### config.mk
export PLATFORM = sky130hd
export DESIGN_NAME = trc_reset_control
export DESIGN_NICKNAME = d
export VERILOG_FILES = /design/src/logic/trc_reset_timer.v /design/src/logic/trc_reset_control.v
export VERILOG_INCLUDE_DIRS = /design/src /design/src/logic
export SDC_FILE = /design/constraint.sdc
export NUM_CORES = 1
export LEC_CHECK = 0
export BUFFER_PORTS_ARGS = -buffer_cell sky130_fd_sc_hd__buf_2
export CORE_MARGIN = 3
export CORE_UTILIZATION = 30
export CTS_CLUSTER_DIAMETER = 40
export DETAILED_ROUTE_END_ITERATION = 10
export PLACE_DENSITY = 0.62
export SETUP_SLACK_MARGIN = 0.15
export SYNTH_ARGS = -nofsm -noshare
export SYNTH_HDL_FRONTEND = slang
export SYNTH_SLANG_ARGS = --single-unit
export TNS_END_PERCENT = 20
### constraint.sdc
create_clock -name clock -period 2 [get_ports clock]
set_input_delay 0.3 -clock clock [delete_from_list [all_inputs] [get_ports clock]]
set_output_delay 0.3 -clock clock [all_outputs]
set_load 0.05 [all_outputs]
### src/logic/trc_reset_defines.vh
// Constants for the transceiver reset controller.
`ifndef TRC_RESET_DEFINES_VH
`define TRC_RESET_DEFINES_VH

// Clock rate in kHz (20 MHz).
`define TRC_CLK_KHZ 20000
// Power-on reset length in microseconds (100 ms).
`define TRC_POR_TIME_US 100000
// Software reset length in microseconds (0.25 ms, typical).
`define TRC_SWR_TIME_US 250
// Derived cycle counts; both times divide exactly into whole cycles.
`define TRC_POR_CYCLES ((`TRC_POR_TIME_US * `TRC_CLK_KHZ) / 1000)
`define TRC_SWR_CYCLES ((`TRC_SWR_TIME_US * `TRC_CLK_KHZ) / 1000)
// Software reset command word.
`define TRC_CMD_SW_RESET 16'hFE00
// FIFO and reset mode command: upper byte and the mode bit position.
`define TRC_CMD_FIFO_MODE_HI 8'hCA
`define TRC_MODE_BIT 0
// Command opcode field: the upper byte of the word.
`define TRC_OP_MSB 15
`define TRC_OP_LSB 8
// Register defaults.
`define TRC_MODE_SENSITIVE 1'b1
`define TRC_CMD_CLEAR 16'h0000
// Cause codes reported on the cause output.
`define TRC_CAUSE_NONE 2'h0
`define TRC_CAUSE_POR 2'h1
`define TRC_CAUSE_GLITCH 2'h2
`define TRC_CAUSE_SW 2'h3
// Counter width.
`define TRC_CNT_W 22

`endif

### src/logic/trc_reset_timer.v
// Down counter that times one reset interval.
`timescale 1ns/100ps
`default_nettype none
`include "trc_reset_defines.vh"

module trc_reset_timer #(
    parameter CNT_W = `TRC_CNT_W
)
(
    input wire clock,
    input wire rst_n,
    input wire load,
    input wire [CNT_W-1:0] load_value,
    output reg busy
);
    reg [CNT_W-1:0] count;

    always @(posedge clock)
    begin
        if (!rst_n)
        begin
            count <= {CNT_W{1'b0}};
            busy <= 1'b0;
        end
        else if (load)
        begin
            count <= load_value;
            busy <= 1'b1;
        end
        else if (count > {{(CNT_W-1){1'b0}}, 1'b1})
        begin
            count <= count - {{(CNT_W-1){1'b0}}, 1'b1};
        end
        else
        begin
            count <= {CNT_W{1'b0}};
            busy <= 1'b0;
        end
    end
endmodule // trc_reset_timer

`default_nettype wire

### src/logic/trc_reset_control.v
// Reset control for a radio transceiver: causes, modes and command gating.
// Notes on behaviour
// RULE1: Reset is entered on power-on, a positive supply glitch, or the reset command.
// RULE2: No serial command is accepted during power-on reset, up to 100 ms.
// RULE3: Reset mode defaults to sensitive; mode command bit 0 high selects normal.
// RULE4: Normal mode disables supply glitch detection entirely.
// RULE5: Sensitive mode resets on detector rise above 100 mV/ms with 600 mV gap.
// RULE6: Command word FE00h triggers a software reset.
// RULE7: Software reset acts like power-on reset but lasts 0.25 ms.
// RULE8: Software reset command is honoured only in sensitive mode.
// RULE9: Every reset restores configuration defaults, so sensitive mode returns.
// RULE10: Commands arriving during software or glitch reset are discarded too.
`timescale 1ns/100ps
`default_nettype none
`include "trc_reset_defines.vh"

module trc_reset_control #(
    parameter POR_CYCLES = `TRC_POR_CYCLES,
    parameter SWR_CYCLES = `TRC_SWR_CYCLES,
    parameter CNT_W = `TRC_CNT_W
)
(
    input wire clock,
    input wire rst_n,
    input wire power_on_event,
    input wire glitch_detect,
    input wire cmd_valid,
    input wire [15:0] cmd_word,
    output reg chip_reset,
    output reg sensitive_mode,
    output reg cmd_accept,
    output reg [15:0] cmd_out,
    output reg [1:0] reset_cause
);
    // ****************************************************************
    // Constants and decode functions
    // ****************************************************************
    localparam [CNT_W-1:0] ONE = {{(CNT_W-1){1'b0}}, 1'b1};
    // The timer keeps busy for as many cycles as it was loaded with, and
    // chip_reset trails busy by one register, so one cycle is taken off
    // here to make chip_reset last exactly the requested interval.
    localparam [CNT_W-1:0] POR_LOAD = POR_CYCLES[CNT_W-1:0] - ONE;
    localparam [CNT_W-1:0] SWR_LOAD = SWR_CYCLES[CNT_W-1:0] - ONE;

    // True for the dedicated software reset command word.
    function is_sw_reset_word;
        input [15:0] word;
        begin
            is_sw_reset_word = (word == `TRC_CMD_SW_RESET);
        end
    endfunction

    // True for the FIFO and reset mode command, whatever its low byte.
    function is_mode_word;
        input [15:0] word;
        begin
            is_mode_word = (word[`TRC_OP_MSB:`TRC_OP_LSB]
                == `TRC_CMD_FIFO_MODE_HI);
        end
    endfunction

    // Mode carried by a mode command: bit set is normal, clear sensitive.
    function mode_of_word;
        input [15:0] word;
        begin
            mode_of_word = !word[`TRC_MODE_BIT];
        end
    endfunction

    // ****************************************************************
    // Reset causes and interval timing
    // ****************************************************************
    wire busy;
    wire cmd_free;
    wire glitch_hit;
    wire sw_hit;
    reg next_load;
    reg [CNT_W-1:0] next_value;
    reg [1:0] next_cause;

    // The serial path is open only when no reset of any kind is running.
    assign cmd_free = !busy && !chip_reset; // RULE2 RULE10
    // The analogue detector already checks slope and threshold, so a
    // single level is all the digital side needs to see.
    assign glitch_hit = glitch_detect && sensitive_mode; // RULE4 RULE5
    // A reset word arriving during reset is dropped like any other command.
    assign sw_hit = cmd_valid && cmd_free && is_sw_reset_word(cmd_word)
        && sensitive_mode; // RULE6 RULE8

    always @*
    begin
        next_load = 1'b0;
        next_value = SWR_LOAD;
        next_cause = `TRC_CAUSE_NONE;
        // Power-on has priority so the longer interval is never cut short.
        if (power_on_event) // RULE1
        begin
            next_load = 1'b1;
            next_value = POR_LOAD;
            next_cause = `TRC_CAUSE_POR;
        end
        else if (glitch_hit) // RULE1
        begin
            next_load = 1'b1;
            next_value = POR_LOAD;
            next_cause = `TRC_CAUSE_GLITCH;
        end
        else if (sw_hit) // RULE1 RULE7
        begin
            next_load = 1'b1;
            next_value = SWR_LOAD;
            next_cause = `TRC_CAUSE_SW;
        end
    end

    // A power-on or glitch cause that stays present reloads the timer every cycle, so reset
    // is held for the full interval after the last cycle of the cause.
    trc_reset_timer #(
        .CNT_W(CNT_W)
    ) u_timer (
        .clock(clock),
        .rst_n(rst_n),
        .load(next_load),
        .load_value(next_value),
        .busy(busy)
    );

    // ****************************************************************
    // Next values of the outputs
    // ****************************************************************
    reg next_chip_reset;
    reg next_sensitive;
    reg next_accept;
    reg [15:0] next_cmd_out;
    reg [1:0] next_reset_cause;

    // Any reset restores the default mode, so a host that chose normal mode
    // must send the mode command again once reset is over.
    always @*
    begin
        next_chip_reset = busy || next_load; // RULE1
        next_accept = 1'b0;
        next_cmd_out = cmd_out;
        next_sensitive = sensitive_mode;
        next_reset_cause = reset_cause;
        if (next_load)
        begin
            next_reset_cause = next_cause;
        end
        if (next_load || busy)
        begin
            next_sensitive = `TRC_MODE_SENSITIVE; // RULE9
        end
        else if (cmd_valid && cmd_free) // RULE2 RULE10
        begin
            next_accept = 1'b1;
            next_cmd_out = cmd_word;
            if (is_mode_word(cmd_word))
            begin
                next_sensitive = mode_of_word(cmd_word); // RULE3
            end
        end
    end

    // ****************************************************************
    // Output registers
    // ****************************************************************
    // Every output leaves from a flip-flop, so the host never sees a
    // combinational path from its own command back to its inputs.
    always @(posedge clock)
    begin
        if (!rst_n)
        begin
            chip_reset <= 1'b1;
        end
        else
        begin
            chip_reset <= next_chip_reset;
        end
    end

    // The cause is kept after reset ends so it still tells why the chip
    // last restarted.
    always @(posedge clock)
    begin
        if (!rst_n)
        begin
            reset_cause <= `TRC_CAUSE_POR;
        end
        else
        begin
            reset_cause <= next_reset_cause;
        end
    end

    always @(posedge clock)
    begin
        if (!rst_n)
        begin
            sensitive_mode <= `TRC_MODE_SENSITIVE; // RULE3
        end
        else
        begin
            sensitive_mode <= next_sensitive;
        end
    end

    always @(posedge clock)
    begin
        if (!rst_n)
        begin
            cmd_accept <= 1'b0;
            cmd_out <= `TRC_CMD_CLEAR;
        end
        else
        begin
            cmd_accept <= next_accept;
            cmd_out <= next_cmd_out;
        end
    end
endmodule // trc_reset_control

`default_nettype wire

==> reports/results.txt <==
The run finished, with violations left. The final reports fail on negative setup slack. The run gives -0.121 ns as the setup slack after layout. The tools report the relative max-transition margin as 57.2%. The tools report the sequential cell area fraction in the yosys report as 46.4%.

The finished layout holds 340 standard cells, fillers aside. The clock insertion delay at the later pin of the skew report was 0.30 ns. The worst vdd rail ir drop is 0.304 mV. The tools report the origin of the critical flop-to-flop path as u_timer.count[15]. The logs give 226 for the net count after synthesis and 1.10 nW for the static leakage.

Counting the buffers created by CTS gives 5. The most used flip-flop cell after synthesis is dfxtp_1. Setup repair after global routing could not meet its margin everywhere. The final critical path time including I/O delays and setup is 2.12 ns, and the area overhead of the layout relative to synthesis is 29.0%. Input and output buffers added on the ports amount to 41. Global routing used 12.9% of the available tracks. In this run, synthesis inferred 0 flip-flops with an integrated enable.

After detailed routing, the total wire length is 4.27 mm. The logs give 1,661 for the via count of the first global-routing pass and 40.7% for the final core utilization. The run gives 2 as the maximum buffer depth of the clock tree. Routability-driven placement finished with a final weighted congestion of 0.754. Count of cells along the worst hold path: 3. The tools report the number of different library cells in the post-synthesis netlist as 39. The number of fill cells is 627, and the total non-filler cell area in the finished layout is 2450 um^2. The die outline width was 85.6 um. The library cells used most frequently in the layout, excluding fill and tap cells, are dfxtp_1, buf_2, nor2_1. The floorplan step defined a core boundary enclosing 6030 um^2.

The number of placed instances, taps included, is 331. Setup violations remaining at the end of the flow were counted as 23. On the final layout, the worst clock skew is 0.00919 ns.

The post-detailed-route via-to-cell ratio came out at 4.76. Cell at the root of the clock tree: clkbuf_8. The H-tree generated during clock tree synthesis spans 2 levels.

Hold timing on the final database bottoms out at a slack of 0.246 ns. The final-report max-slew violation count is 0, and the pin count of the biggest net entering global routing is 22. The worst hold path belongs to the class primary input to register.

Detailed routing inserted a total of 1,618 vias. The logic depth of the worst register-to-register path was 5. Cells with a size suffix above 1 make up 30.6% of the layout. The detailed router finished its first iteration with 50 violations. The net count of the finished layout is 287. The type of origin of the critical path was a register. The ratio of final minimum period to clock period is 106%. The tools report the startpoint of the tightest hold check path as cmd_word[11]. The count of TritonRoute iterations in the first routing pass is 4, and the flop and latch count out of synthesis is 44. 0 antenna diodes ended up in the layout. The class of the most critical setup path is register to register. After floorplanning, the core was divided into 28 placement rows.

The number of hold buffers added after CTS is 0, and the peak clock frequency supported by timing is 472 MHz. At the worst endpoint, the required time is 2.19 ns. The count of maximum capacitance violations is 0.

Data arrives at the worst endpoint at 2.31 ns. The most common cell after layout, fill and taps aside was dfxtp_1. The post-CTS repair timing setup buffer count is 0, and the largest fanout on the critical path is 9. In the synthesized netlist the async set-or-reset flop fraction comes to 0%. Dividing total power by cell area gives a power density of 679 nW/um^2.

The initial utilization of the core area, before any placement, comes to 31.5%. The die covers 7320 um^2. The kind of end point of the critical path was a register.

Counting every sink on the clock net gives 44. The antenna violation net count after detailed routing came out at 0. The HPWL after detailed placement was 3.11 mm; the number of hold violations in the final report was 0. The tools report the launching instance or port of the critical path as u_timer.count[15]. Each instance of the synthesized netlist takes up on average 9.36 um^2. The worst-margin pin slew was 0.641 ns; the wire length per cell was 12.5 um. The global-route wire length before repair is 7.62 mm, and the remaining global-route overflow is 0. The die is 85.6 um tall. The clock transition at the register clock pins on the worst setup and hold paths after CTS was 0.08 ns; the post-placement cell area was 2320 um^2. The tools report the synthesized instance count as 203. In the routed design, unresolved DRC markers number 0.

Timing analysis after detailed placement gives a worst setup slack of -0.168 ns. The logs give 0 for the count of warnings emitted by yosys and 42 for the total I/O pin count. The post-synth design cell area came out at 1900 um^2. For the initial antenna violation count, the log shows 0. TritonCTS built the clock tree.
==> power by group <==
group	switching (mW)	internal [mW]	leakage [nW]
clock	0.300	0.250	0.0424
combinational	0.103	0.0881	0.695
sequential	0.0225	0.901	0.360
==> synth_stat cells (3+ instances only) <==
master | n | area [um^2]
o21ai_1 | 4 | 20.0
inv_1 | 4 | 15.0
nor3_1 | 7 | 35.0
dfxtp_1 | 44 | 881
o21ai_0 | 10 | 50.1
clkbuf_1 | 3 | 11.3
nand3b_1 | 3 | 22.5
a21oi_1 | 3 | 15.0
nand2_1 | 11 | 41.3
xor2_1 | 6 | 52.6
nor2_1 | 35 | 131
nor4b_1 | 3 | 26.3
nor4_1 | 8 | 50.1
o21a_1 | 3 | 22.5
xnor2_1 | 13 | 114
mux2i_1 | 16 | 160
==> through the flow <==
step | TNS [ns] | total power [mW]
2_1_floorplan | -1.17 | 1.05
3_3_place_gp | -1.97 | 1.12
3_5_place_dp | -2.49 | 1.13
4_1_cts | -2.03 | 1.69
5_1_grt | -3.25 | 1.75
6_report | -2.03 | 1.66
==> cell type report <==
type,instances,area [um^2],share of cell area [%]
Clock buffer,7,76.3,3.12
Clock inverter,1,8.76,0.358
Tap cell,75,93.8,3.83
Timing Repair Buffer,59,353,14.4
Inverter,4,15.0,0.613
Sequential cell,44,886,36.2
Multi-Input combinational cell,150,1020,41.5
==> worst max-delay path, cell delays in order (launching register included) <==
cell and delay (ns):
dfxtp_2 0.32, or4_4 0.53, or3_4 0.35, or4_4 0.56, nand3_4 0.15, o21ai_0 0.10
==> path summary, 6_finish.rpt <==
| check | to | slack [ns] |
|---|---|---|
| max | u_timer.count[7] | -0.12 |
| min | cmd_out[11] | 0.25 |
| max reg2reg | u_timer.count[7] | -0.12 |
| min reg2reg | cmd_out[4] | 0.49 |
==> what timing repair did <==
item	CTS	global route
endpoints found under the hold margin	0	0
endpoints found under the setup margin	24	29
gates cloned	1	0
pin swaps	7	1
gates resized for setup	10	2
==> cells by family after synthesis <==
group,synth area share [%]
buffers and inverters,2.70
adders and majority gates,1.32
DFF,46.4
muxes,8.43
xor gates and xnor gates,8.76
and+or+nand+nor,23.8
AOI/OAI and AO/OA,8.56
==> flip-flops by register name, indices dropped and copies added (netlist names) <==
name and cells:
cmd_accept 1, cmd_out 16, u_timer.count 22, reset_cause 2
chip_reset 1, sensitive_mode 1, u_timer.busy 1
==> per-layer routing <==
layer	vias to the layer above	routed length, um	GRT usage [%]
li1	827	-	-
met4	0	34	4.75
met5	-	0	0
met2	45	1930	20.9
met1	742	2040	16.3
met3	4	259	3.94
Power figures use the tool's default switching activity.
